===== config.mk =====
export PLATFORM = sky130hd
export DESIGN_NAME = uart_regs
export DESIGN_NICKNAME = d
export VERILOG_FILES = /design/src/uart_regs.v
export VERILOG_INCLUDE_DIRS = /design/src
export SDC_FILE = /design/constraint.sdc
export NUM_CORES = 1
export LEC_CHECK = 0
export ABC_AREA = 1
export BUFFER_PORTS_ARGS = -buffer_cell sky130_fd_sc_hd__buf_2
export CORE_MARGIN = 2
export CORE_UTILIZATION = 54
export CTS_CLUSTER_DIAMETER = 30
export DETAILED_ROUTE_END_ITERATION = 10
export PLACE_DENSITY = 0.81
export SETUP_SLACK_MARGIN = 0.02
export SKIP_CTS_REPAIR_TIMING = 1
export SYNTH_ARGS = -nofsm -noshare
export SYNTH_HDL_FRONTEND = slang
export SYNTH_SLANG_ARGS = --single-unit

===== constraint.sdc =====
create_clock -name clk_in -period 5.92 [get_ports clk_in]
set_input_delay 1.48 -clock clk_in [delete_from_list [all_inputs] [get_ports clk_in]]
set_output_delay 1.48 -clock clk_in [all_outputs]
set_load 0.01 [all_outputs]

===== src/uart_regs_consts.vh =====
// register offsets, field positions and reset values of the uart register map
`ifndef UART_REGS_CONSTS_VH
`define UART_REGS_CONSTS_VH
`define A_DATA 4'h0
`define A_IER 4'h1
`define A_ISR 4'h2
`define A_LCR 4'h3
`define A_MCR 4'h4
`define A_LSR 4'h5
`define A_MSR 4'h6
`define A_SPR 4'h7
`define A_DLL 4'h0
`define A_DLM 4'h1
`define A_DLD 4'h2
`define A_EFR 4'h2
`define A_RESUME_CHAR_FIRST 4'h4
`define A_RESUME_CHAR_SECOND 4'h5
`define A_PAUSE_CHAR_FIRST 4'h6
`define A_PAUSE_CHAR_SECOND 4'h7
`define A_GPIO_DIRECTION 4'h0a
`define A_IOLVL 4'h0b
`define A_IOMSK 4'h0c
`define A_RSVD 4'h0d
`define A_IOCTL 4'h0e
`define A_EXTRA_FEATURE_CTRL 4'h0f
`define LCR_BANK_ENH 8'hbf
`define LCR_DIV_BIT 7
`define EFR_ENH_BIT 4
`define FCR_EN_BIT 0
`define FCR_RXRST_BIT 1
`define IOCTL_LATCH_BIT 0
`define IOCTL_SRST_BIT 3
`define EXTRA_FEATURE_CTRL_RXDIS_BIT 1
`define EXTRA_FEATURE_CTRL_TXDIS_BIT 2
`define BASE_MASK 8'h0f
`define ENH_IER_MASK 8'hf0
`define ENH_FCR_MASK 8'h30
`define ENH_MCR_MASK 8'he0
`define FCR_SAVE_MASK 8'hf9
`define IOCTL_MASK 8'h01
`define EXTRA_FEATURE_CTRL_MASK 8'h06
`define ISR_NONE 6'h01
`define ISR_LINE 6'h06
`define ISR_RXDATA 6'h04
`define ISR_TXRDY 6'h02
`define ISR_MODEM 6'h00
`define REG_RST 8'h00
`define LCR_RST 8'h03
`define TRIG_L0 4'd1
`define TRIG_L1 4'd2
`define TRIG_L2 4'd4
`define TRIG_L3 4'd6
`endif


===== src/uart_regs.v =====
// uart register map, receive fifo and line and interrupt status
`timescale 1ns/1ps
`include "uart_regs_consts.vh"

module rx_fifo #(
  parameter WIDTH = 11,
  parameter DEPTH = 8,
  parameter AW = 3
) (
  input wire clk_in,
  input wire rst_n_in,
  input wire flush_in,
  input wire in_valid_in,
  output wire in_ready_out,
  input wire [WIDTH-1:0] in_data_in,
  output wire out_valid_out,
  input wire out_ready_in,
  output wire [WIDTH-1:0] out_data_out,
  output wire [AW:0] count_out
);
  reg [WIDTH-1:0] mem [0:DEPTH-1];
  reg [AW-1:0] wp_r;
  reg [AW-1:0] rp_r;
  reg [AW:0] cnt_r;
  reg room_r;
  reg empty_r;
  wire push;
  wire pop;
  wire [AW:0] cnt_nxt;
  assign push = in_valid_in & room_r;
  assign pop = out_ready_in & ~empty_r;
  assign cnt_nxt = cnt_r + {{AW{1'b0}}, push} - {{AW{1'b0}}, pop};
  assign in_ready_out = room_r;
  assign out_valid_out = ~empty_r;
  assign out_data_out = mem[rp_r];
  assign count_out = cnt_r;
  always @(posedge clk_in)
  begin
    if (push)
      mem[wp_r] <= in_data_in;
  end
  always @(posedge clk_in or negedge rst_n_in)
  begin
    if (!rst_n_in)
    begin
      wp_r <= {AW{1'b0}};
      rp_r <= {AW{1'b0}};
      cnt_r <= {(AW+1){1'b0}};
      room_r <= 1'b1;
      empty_r <= 1'b1;
    end
    else if (flush_in)
    begin
      wp_r <= {AW{1'b0}};
      rp_r <= {AW{1'b0}};
      cnt_r <= {(AW+1){1'b0}};
      room_r <= 1'b1;
      empty_r <= 1'b1;
    end
    else
    begin
      if (push)
        wp_r <= (wp_r == DEPTH - 1) ? {AW{1'b0}} : wp_r + 1'b1;
      if (pop)
        rp_r <= (rp_r == DEPTH - 1) ? {AW{1'b0}} : rp_r + 1'b1;
      cnt_r <= cnt_nxt;
      room_r <= (cnt_nxt != DEPTH);
      empty_r <= (cnt_nxt == {(AW+1){1'b0}});
    end
  end
endmodule

module uart_regs #(
  parameter DEPTH = 8,
  parameter AW = 3,
  parameter GPIO_W = 4
) (
  input wire clk_in,
  input wire rstn_in,
  input wire [3:0] reg_addr_in,
  input wire reg_wr_in,
  input wire reg_rd_in,
  input wire [7:0] reg_wdata_in,
  output reg [7:0] reg_rdata_out,
  input wire rx_char_valid_in,
  input wire [7:0] rx_char_in,
  input wire [2:0] rx_err_in,
  output wire rx_ready_out,
  input wire tx_hold_empty_in,
  input wire tx_shift_empty_in,
  output reg tx_wr_out,
  output reg [7:0] tx_data_out,
  input wire [7:0] modem_state_in,
  input wire [GPIO_W-1:0] gpio_pin_in,
  output reg [GPIO_W-1:0] gpio_out,
  output reg [GPIO_W-1:0] gpio_oe_out,
  output reg irq_n_out,
  output reg [15:0] divisor_out,
  output reg [5:0] fraction_out,
  output reg rx_disable_out,
  output reg tx_disable_out,
  output reg soft_reset_out
);
  reg [1:0] rst_sync_r;
  wire rst_n;
  reg [GPIO_W-1:0] gpio_s1_r;
  reg [GPIO_W-1:0] gpio_s2_r;
  reg [GPIO_W-1:0] gpio_input_latch;
  reg [7:0] irq_mask_reg;
  reg [7:0] fifo_setup_reg;
  reg [7:0] line_format_reg;
  reg [7:0] modem_ctrl_reg;
  reg [7:0] scratch_r;
  reg [7:0] divisor_low_byte;
  reg [7:0] divisor_high_byte;
  reg [7:0] fraction_and_sampling;
  reg [7:0] enhanced_feature_ctrl;
  reg [7:0] resume_char_first;
  reg [7:0] resume_char_second;
  reg [7:0] pause_char_first;
  reg [7:0] pause_char_second;
  reg [7:0] gpio_direction;
  reg [7:0] gpio_level;
  reg [7:0] gpio_irq_mask;
  reg [7:0] io_and_soft_reset_ctrl;
  reg [7:0] extra_feature_ctrl;
  reg overrun_r;
  reg [AW:0] err_cnt_r;
  reg [7:0] rdata_nxt;
  reg [5:0] isr_code;
  reg [3:0] trig;
  wire enh;
  wire bank_enh;
  wire bank_div;
  wire wr_norm;
  wire rd_norm;
  wire fifo_en;
  wire [10:0] head;
  wire head_valid;
  wire [AW:0] rx_cnt;
  wire pop;
  wire push_ok;
  wire flush;
  wire [7:0] line_state_reg;
  wire [7:0] irq_source_reg;
  wire [GPIO_W-1:0] gpio_view;
  wire rx_hit;

  // release of the async reset is retimed; soft reset clears the fifo, status and control registers but not scratch, divisor, resume and pause characters or gpio
  always @(posedge clk_in or negedge rstn_in)
  begin
    if (!rstn_in)
      rst_sync_r <= 2'b00;
    else
      rst_sync_r <= {rst_sync_r[0], 1'b1};
  end
  assign rst_n = rst_sync_r[1];

  always @(posedge clk_in or negedge rst_n)
  begin
    if (!rst_n)
    begin
      gpio_s1_r <= {GPIO_W{1'b0}};
      gpio_s2_r <= {GPIO_W{1'b0}};
    end
    else
    begin
      gpio_s1_r <= gpio_pin_in;
      gpio_s2_r <= gpio_s1_r;
    end
  end

  assign enh = enhanced_feature_ctrl[`EFR_ENH_BIT];
  assign bank_enh = (line_format_reg == `LCR_BANK_ENH);
  assign bank_div = line_format_reg[`LCR_DIV_BIT] & ~bank_enh;
  assign wr_norm = reg_wr_in & ~bank_enh & ~bank_div;
  assign rd_norm = reg_rd_in & ~bank_enh & ~bank_div;
  assign fifo_en = fifo_setup_reg[`FCR_EN_BIT];
  assign pop = rd_norm & (reg_addr_in == `A_DATA);
  assign flush = soft_reset_out | (reg_wr_in & ~bank_enh & ~bank_div
    & (reg_addr_in == `A_ISR) & reg_wdata_in[`FCR_EN_BIT]
    & reg_wdata_in[`FCR_RXRST_BIT]);
  assign push_ok = rx_char_valid_in & rx_ready_out & ~rx_disable_out;

  rx_fifo #(.WIDTH(11), .DEPTH(DEPTH), .AW(AW)) u_rx_fifo (
    .clk_in(clk_in),
    .rst_n_in(rst_n),
    .flush_in(flush),
    .in_valid_in(rx_char_valid_in & ~rx_disable_out),
    .in_ready_out(rx_ready_out),
    .in_data_in({rx_err_in, rx_char_in}),
    .out_valid_out(head_valid),
    .out_ready_in(pop),
    .out_data_out(head),
    .count_out(rx_cnt)
  );

  always @*
  begin
    case (fifo_setup_reg[7:6])
      2'd0: trig = `TRIG_L0;
      2'd1: trig = `TRIG_L1;
      2'd2: trig = `TRIG_L2;
      default: trig = `TRIG_L3;
    endcase
  end

  // without fifos one character is enough to raise the rx source
  assign rx_hit = fifo_en ? ({1'b0, rx_cnt} >= {1'b0, trig}) : head_valid;

  assign line_state_reg = {
    err_cnt_r != {(AW+1){1'b0}},
    tx_hold_empty_in & tx_shift_empty_in,
    tx_hold_empty_in,
    head_valid ? head[10:8] : 3'b000,
    overrun_r,
    head_valid};

  // priority: line error, rx data, tx ready, modem; all cleared gives polling
  always @*
  begin
    if (irq_mask_reg[2] & (line_state_reg[1] | line_state_reg[7]))
      isr_code = `ISR_LINE;
    else if (irq_mask_reg[0] & rx_hit)
      isr_code = `ISR_RXDATA;
    else if (irq_mask_reg[1] & tx_hold_empty_in)
      isr_code = `ISR_TXRDY;
    else if (irq_mask_reg[3] & (modem_state_in[3:0] != 4'h0))
      isr_code = `ISR_MODEM;
    else
      isr_code = `ISR_NONE;
  end
  assign irq_source_reg = {fifo_en, fifo_en, isr_code};

  assign gpio_view = io_and_soft_reset_ctrl[`IOCTL_LATCH_BIT]
    ? gpio_input_latch : gpio_s2_r;

  always @*
  begin
    rdata_nxt = `REG_RST;
    if (reg_addr_in == `A_GPIO_DIRECTION)
      rdata_nxt = gpio_direction;
    else if (reg_addr_in == `A_IOLVL)
      rdata_nxt = {{(8-GPIO_W){1'b0}}, (gpio_view & ~gpio_direction[GPIO_W-1:0])
        | (gpio_level[GPIO_W-1:0] & gpio_direction[GPIO_W-1:0])};
    else if (reg_addr_in == `A_IOMSK)
      rdata_nxt = gpio_irq_mask;
    else if (reg_addr_in == `A_IOCTL)
      rdata_nxt = io_and_soft_reset_ctrl;
    else if (reg_addr_in == `A_EXTRA_FEATURE_CTRL)
      rdata_nxt = extra_feature_ctrl;
    else if (bank_enh & (reg_addr_in == `A_EFR))
      rdata_nxt = enhanced_feature_ctrl;
    else if (bank_enh & (reg_addr_in == `A_RESUME_CHAR_FIRST))
      rdata_nxt = resume_char_first;
    else if (bank_enh & (reg_addr_in == `A_RESUME_CHAR_SECOND))
      rdata_nxt = resume_char_second;
    else if (bank_enh & (reg_addr_in == `A_PAUSE_CHAR_FIRST))
      rdata_nxt = pause_char_first;
    else if (bank_enh & (reg_addr_in == `A_PAUSE_CHAR_SECOND))
      rdata_nxt = pause_char_second;
    else if (bank_div & (reg_addr_in == `A_DLL))
      rdata_nxt = divisor_low_byte;
    else if (bank_div & (reg_addr_in == `A_DLM))
      rdata_nxt = divisor_high_byte;
    else if (bank_div & (reg_addr_in == `A_DLD))
      rdata_nxt = fraction_and_sampling;
    else if (reg_addr_in == `A_LCR)
      rdata_nxt = line_format_reg;
    else if (bank_enh | (bank_div & (reg_addr_in < `A_MCR)))
      rdata_nxt = `REG_RST;
    else if (reg_addr_in == `A_DATA)
      rdata_nxt = head_valid ? head[7:0] : `REG_RST;
    else if (reg_addr_in == `A_IER)
      rdata_nxt = irq_mask_reg;
    else if (reg_addr_in == `A_ISR)
      rdata_nxt = irq_source_reg;
    else if (reg_addr_in == `A_MCR)
      rdata_nxt = modem_ctrl_reg;
    else if (reg_addr_in == `A_LSR)
      rdata_nxt = line_state_reg;
    else if (reg_addr_in == `A_MSR)
      rdata_nxt = modem_state_in;
    else if (reg_addr_in == `A_SPR)
      rdata_nxt = scratch_r;
  end

  always @(posedge clk_in or negedge rst_n)
  begin
    if (!rst_n)
    begin
      reg_rdata_out <= `REG_RST;
      irq_n_out <= 1'b1;
      tx_wr_out <= 1'b0;
      tx_data_out <= `REG_RST;
      gpio_out <= {GPIO_W{1'b0}};
      gpio_oe_out <= {GPIO_W{1'b0}};
      divisor_out <= 16'h0000;
      fraction_out <= 6'h00;
      rx_disable_out <= 1'b0;
      tx_disable_out <= 1'b0;
      gpio_input_latch <= {GPIO_W{1'b0}};
    end
    else
    begin
      if (reg_rd_in)
        reg_rdata_out <= rdata_nxt;
      irq_n_out <= isr_code[0];
      tx_wr_out <= wr_norm & (reg_addr_in == `A_DATA);
      if (wr_norm & (reg_addr_in == `A_DATA))
        tx_data_out <= reg_wdata_in;
      gpio_out <= gpio_level[GPIO_W-1:0];
      gpio_oe_out <= gpio_direction[GPIO_W-1:0];
      divisor_out <= {divisor_high_byte, divisor_low_byte};
      fraction_out <= enh ? fraction_and_sampling[5:0] : 6'h00;
      rx_disable_out <= extra_feature_ctrl[`EXTRA_FEATURE_CTRL_RXDIS_BIT];
      tx_disable_out <= extra_feature_ctrl[`EXTRA_FEATURE_CTRL_TXDIS_BIT];
      // latched view refreshes when software reads the level register
      if (reg_rd_in & (reg_addr_in == `A_IOLVL))
        gpio_input_latch <= gpio_s2_r;
    end
  end

  // status state, wiped by the soft reset as well
  always @(posedge clk_in or negedge rst_n)
  begin
    if (!rst_n)
    begin
      overrun_r <= 1'b0;
      err_cnt_r <= {(AW+1){1'b0}};
    end
    else if (flush)
    begin
      overrun_r <= 1'b0;
      err_cnt_r <= {(AW+1){1'b0}};
    end
    else
    begin
      // a new overrun in the reading cycle wins over the clear
      if (rx_char_valid_in & ~rx_ready_out & ~rx_disable_out)
        overrun_r <= 1'b1;
      else if (reg_rd_in & ~bank_enh & (reg_addr_in == `A_LSR))
        overrun_r <= 1'b0;
      err_cnt_r <= err_cnt_r
        + {{AW{1'b0}}, push_ok & (rx_err_in != 3'b000)}
        - {{AW{1'b0}}, pop & head_valid & (head[10:8] != 3'b000)};
    end
  end

  always @(posedge clk_in or negedge rst_n)
  begin
    if (!rst_n)
    begin
      irq_mask_reg <= `REG_RST;
      fifo_setup_reg <= `REG_RST;
      line_format_reg <= `LCR_RST;
      modem_ctrl_reg <= `REG_RST;
      scratch_r <= `REG_RST;
      divisor_low_byte <= `REG_RST;
      divisor_high_byte <= `REG_RST;
      fraction_and_sampling <= `REG_RST;
      enhanced_feature_ctrl <= `REG_RST;
      resume_char_first <= `REG_RST;
      resume_char_second <= `REG_RST;
      pause_char_first <= `REG_RST;
      pause_char_second <= `REG_RST;
      gpio_direction <= `REG_RST;
      gpio_level <= `REG_RST;
      gpio_irq_mask <= `REG_RST;
      io_and_soft_reset_ctrl <= `REG_RST;
      extra_feature_ctrl <= `REG_RST;
      soft_reset_out <= 1'b0;
    end
    else if (soft_reset_out)
    begin
      // one cycle pulse; gpio block keeps its setting
      irq_mask_reg <= `REG_RST;
      fifo_setup_reg <= `REG_RST;
      line_format_reg <= `LCR_RST;
      modem_ctrl_reg <= `REG_RST;
      enhanced_feature_ctrl <= `REG_RST;
      extra_feature_ctrl <= `REG_RST;
      soft_reset_out <= 1'b0;
    end
    else if (reg_wr_in)
    begin
      if (reg_addr_in == `A_GPIO_DIRECTION)
        gpio_direction <= reg_wdata_in & {{(8-GPIO_W){1'b0}}, {GPIO_W{1'b1}}};
      else if (reg_addr_in == `A_IOLVL)
        gpio_level <= reg_wdata_in & {{(8-GPIO_W){1'b0}}, {GPIO_W{1'b1}}};
      else if (reg_addr_in == `A_IOMSK)
        gpio_irq_mask <= reg_wdata_in & {{(8-GPIO_W){1'b0}}, {GPIO_W{1'b1}}};
      else if (reg_addr_in == `A_IOCTL)
      begin
        io_and_soft_reset_ctrl <= reg_wdata_in & `IOCTL_MASK;
        soft_reset_out <= reg_wdata_in[`IOCTL_SRST_BIT];
      end
      else if (reg_addr_in == `A_EXTRA_FEATURE_CTRL)
        extra_feature_ctrl <= reg_wdata_in & `EXTRA_FEATURE_CTRL_MASK;
      else if (reg_addr_in == `A_LCR)
        line_format_reg <= reg_wdata_in;
      else if (bank_enh)
      begin
        if (reg_addr_in == `A_EFR)
          enhanced_feature_ctrl <= reg_wdata_in;
        else if (reg_addr_in == `A_RESUME_CHAR_FIRST)
          resume_char_first <= reg_wdata_in;
        else if (reg_addr_in == `A_RESUME_CHAR_SECOND)
          resume_char_second <= reg_wdata_in;
        else if (reg_addr_in == `A_PAUSE_CHAR_FIRST)
          pause_char_first <= reg_wdata_in;
        else if (reg_addr_in == `A_PAUSE_CHAR_SECOND)
          pause_char_second <= reg_wdata_in;
      end
      else if (bank_div & (reg_addr_in < `A_MCR))
      begin
        if (reg_addr_in == `A_DLL)
          divisor_low_byte <= reg_wdata_in;
        else if (reg_addr_in == `A_DLM)
          divisor_high_byte <= reg_wdata_in;
        else if ((reg_addr_in == `A_DLD) & enh)
          fraction_and_sampling <= reg_wdata_in;
      end
      else if (reg_addr_in == `A_IER)
        irq_mask_reg <= (reg_wdata_in & `BASE_MASK)
          | (enh ? (reg_wdata_in & `ENH_IER_MASK)
          : (irq_mask_reg & `ENH_IER_MASK));
      else if ((reg_addr_in == `A_ISR) & reg_wdata_in[`FCR_EN_BIT])
        fifo_setup_reg <= (reg_wdata_in & `FCR_SAVE_MASK & ~`ENH_FCR_MASK)
          | (enh ? (reg_wdata_in & `ENH_FCR_MASK)
          : (fifo_setup_reg & `ENH_FCR_MASK));
      else if (reg_addr_in == `A_ISR)
        fifo_setup_reg <= `REG_RST;
      else if (reg_addr_in == `A_MCR)
        modem_ctrl_reg <= (reg_wdata_in & ~`ENH_MCR_MASK)
          | (enh ? (reg_wdata_in & `ENH_MCR_MASK)
          : (modem_ctrl_reg & `ENH_MCR_MASK));
      else if (reg_addr_in == `A_SPR)
        scratch_r <= reg_wdata_in;
    end
  end
endmodule


==> impl_metrics.csv <==
group,metric,value,unit
global_route,use_met3,5.29,%
logic_synthesis,synth_seq_cells,284,
cells_and_area,diodes,0,
logic_synthesis,synth_edf_count,88,
global_route,grtUsageMet2,43.8,%
cts,cts_sinks,284,
logic_synthesis,synth.net_count,1357,
timing,slew_headroom,19.2,%
global_route,grt_usage,26.8,%
timing,rsz0062_at_grt,"false",
cells_and_area,area_growth,19.4,%
drt,drcViolationCount,0,
power_and_ir_drop,ir_drop,406,uV
cells_and_area,top_register,"u_rx_fifo.mem",
cells_and_area,largest_reg_flops,88,
cells_and_area,fin_nets,1465,
run_status,status,"finished clean",
placement,io_buffers,93,
cts,cts_tree,"yes",
power_and_ir_drop,p_per_area,448,nW/um2
logic_synthesis,postSynth.topFlopCell,"dfrtp_1",
cts,clk-insertion-delay-late,0.55,ns
global_route,grt_pass1_wl,50500,um
drt,drtAntennaViolNets,0,
cells_and_area,utilization,65.3,%
global_route,gr-max-usage-layer,"met2",
floorplanning,die_area,24100,um2
timing,worst_pin_slew,1.21,ns
logic_synthesis,synth_compound_area_share,12.7,%
setup_path,cpPeakStageDelay,0.39,ns
setup_path,cp_cell_sequence,"buf_2 > nor2_1 > inv_2 > nor2_4 > inv_2 > nor2_1 > nand3_1 > inv_1 > ha_1 > inv_1 > ha_1 > fa_1 > xnor2_1 > nand3_1 > a21oi_1",
logic_synthesis,synth.distinct_cells,44,
min_path,min_path_type,"reg2reg",
floorplanning,die_h,155,um
logic_synthesis,synthMuxAreaShare,0.365,%
drt,finalWirelength,31600,um
timing,max_freq,261,MHz
drt,dr.pass1.iters,7,
timing,final-hold-violation-count,0,
setup_path,r2r-start,"u_rx_fifo.rp_r[1]$_DFFE_PN0P_",
placement,dp_hpwl,20500,um
floorplanning,initial_core_util,54.7,%
logic_synthesis,synth_top_family_by_area,"simple AND/OR/NAND/NOR gates",
global_route,grt-ovfl-total,0,
drt,dr.first_iter.drc_count,916,
logic_synthesis,synth_cells,1297,
setup_path,slowest_stage,"fa_1",
logic_synthesis,synth_area,12400,um2
floorplanning,core,22600,um2
setup_path,crit_path_end_kind,"flop",
timing,slew_viol_final,0,
min_path,hp-start,"gpio_s1_r[2]$_DFF_PN0_",
cts,clockBufferDepth,3,
logic_synthesis,synthTopCellsByCount,"nand2_1, dfrtp_1, o21ai_0",
global_route,grt_pass1_vias,9526,
setup_path,criticalPathCategory,"in2reg",
timing,setup-violations-final,0,
cts,clkTransAtPathRegs,0.05,ns
timing,period_needed,3.83,ns
cts,cts.htree.levels,2,
setup_path,crit_family,"simple AND/OR/NAND/NOR gates",
logic_synthesis,synth_top_area_share,38.7,%
logic_synthesis,synth_fa_ha_area_share,1.95,%
floorplanning,rows,55,
cts,root_buffer,"clkbuf_16",
floorplanning,die_w,155,um
logic_synthesis,synth.yosys.seq_area_share,61.2,%
job,max-cap-violations,0,
drt,vias_per_cell,5.64,
global_route,use_met1,35.8,%
global_route,antenna_found_initial,0,
logic_synthesis,synth_warnings,0,
floorplanning,ios,94,
setup_path,arrival,4.30,ns
cells_and_area,reg_top3,"u_rx_fifo.mem: 88 flops, divisor_out: 16 flops",
logic_synthesis,synthArstFlopShare,69.0,%
setup_path,start_kind,"primary input",
logic_synthesis,yosys.area.top_type,"dfrtp_1",
setup_path,worstPathRequired,6.39,ns
drt,wl_per_cell,18.3,um
logic_synthesis,postSynthAreaPerCell,9.52,um2
global_route,grt_start_max_net_pins,195,
logic_synthesis,yosys.area_share.simple,18.0,%
placement,place_congestion,0.936,
timing,period_share,64.7,%
drt,vias,9768,
logic_synthesis,netlist_top_cells_area,"dfrtp_1, edfxtp_1, nand2_1, o21ai_0, nor2_1",
setup_path,critPathLaunch,"reg_addr_in[2]",
cts,cts_made_buffers,49,
setup_path,critPathMaxFanout,14,
logic_synthesis,synth-xor-area-share,0.355,%
cells_and_area,drive_gt1_share,16.5,%
timing,skew,0.0243,ns
power_and_ir_drop,p_leak,6.79,nW
logic_synthesis,synthMostInstantiatedCell,"nand2_1",
timing,setup-tns-final,0,ns
setup_path,crit_buf_inv,5,
path summary, 6_finish.rpt:
path / end / slack (ns) / depth (start not counted)
hold / removal: gpio_s2_r[2]$_DFF_PN0_ / 0.34 / 0
setup reg to reg: err_cnt_r[2]$_DFF_PN0_ / 2.25 / 13
min in group asynchronous: gpio_level[1]$_DFFE_PN0P_ / 0.47 / 1
max in group asynchronous: u_rx_fifo.wp_r[1]$_DFFE_PN0P_ / 4.62 / 1
hold reg to reg: gpio_s2_r[2]$_DFF_PN0_ / 0.34 / 0
setup / recovery: u_rx_fifo.empty_r$_DFF_PN1_ / 2.09 / 15
worst register-to-register path, cell delays in order (launching register included):
cell	delay (ns)
dfrtp_1	0.89
inv_1	0.59
o21ai_0	0.20
o22ai_1	0.09
o21ai_0	0.36
nand2_1	0.08
o21ai_0	0.16
inv_1	0.06
ha_1	0.27
inv_1	0.04
ha_1	0.20
fa_1	0.38
xnor2_1	0.16
nor2_1	0.06
cell families (layout without fill, tap and decap cells):
family	Yosys count	in the layout
AO/OA/AOI/OAI	293	293
XOR/XNOR	5	5
adder cells (fa/ha/maj)	18	18
buffers and inverters	172	321
flip-flops	284	284
multiplexers	4	4
other	1	1
AND/OR/NAND/NOR	520	520
cells in the final DEF (no fill, tap or decap), types with 4 or more instances in the layout:
cell,n
a21oi_1,43
buf_2,93
buf_4,5
bufinv_16,4
clkbuf_1,4
clkbuf_16,50
clkinv_1,5
clkinv_4,8
dfrtp_1,190
dfstp_2,5
edfxtp_1,88
ha_1,16
inv_1,106
inv_2,22
inv_6,13
mux2_2,4
nand2_1,314
nand2_2,4
nand3_1,37
nand4_1,12
nor2_1,120
nor2_2,4
nor2_4,9
o2111ai_1,4
o211ai_1,9
o21ai_0,188
o21ai_1,19
o22ai_1,14
or2_0,5
or2_1,4
xnor2_1,4
area by class of cell:
cell class              count  area, um2
flip-flops and latches    284       7560
well taps                 285        357
multi-input cells         841       4130
fillers                  1727       7830
clock buffers              55       1280
repair buffers             99        523
inverters                 130        488
clock inverters            37        414
through the flow:
step	setup WS [ns]	hold slack (ns)	cell area, um2	total power, mW	instances
2_1_floorplan	0.0626	0.331	12400	3.39	1297
3_3_place_gp	1.76	0.333	13100	3.73	1639
3_5_place_dp	1.59	0.335	13100	3.78	1639
4_1_cts	2.13	0.339	14700	6.62	1731
5_1_grt	1.89	0.362	14700	6.91	1731
6_report	2.09	0.339	14700	6.61	1731
power breakdown:
group	switching (mW)	internal, mW	total [mW]
clock	1.05	1.78	2.83
combinational	0.799	0.422	1.22
sequential	0.217	2.34	2.56
total	2.06	4.55	6.61
per-layer routing:
metal,vias up,wire length [um]
met3,88,2660
met2,521,15100
met4,0,1040
li1,4540,-
met5,-,0
met1,4619,12800
Note: power is estimated with default switching activity, not from simulation.
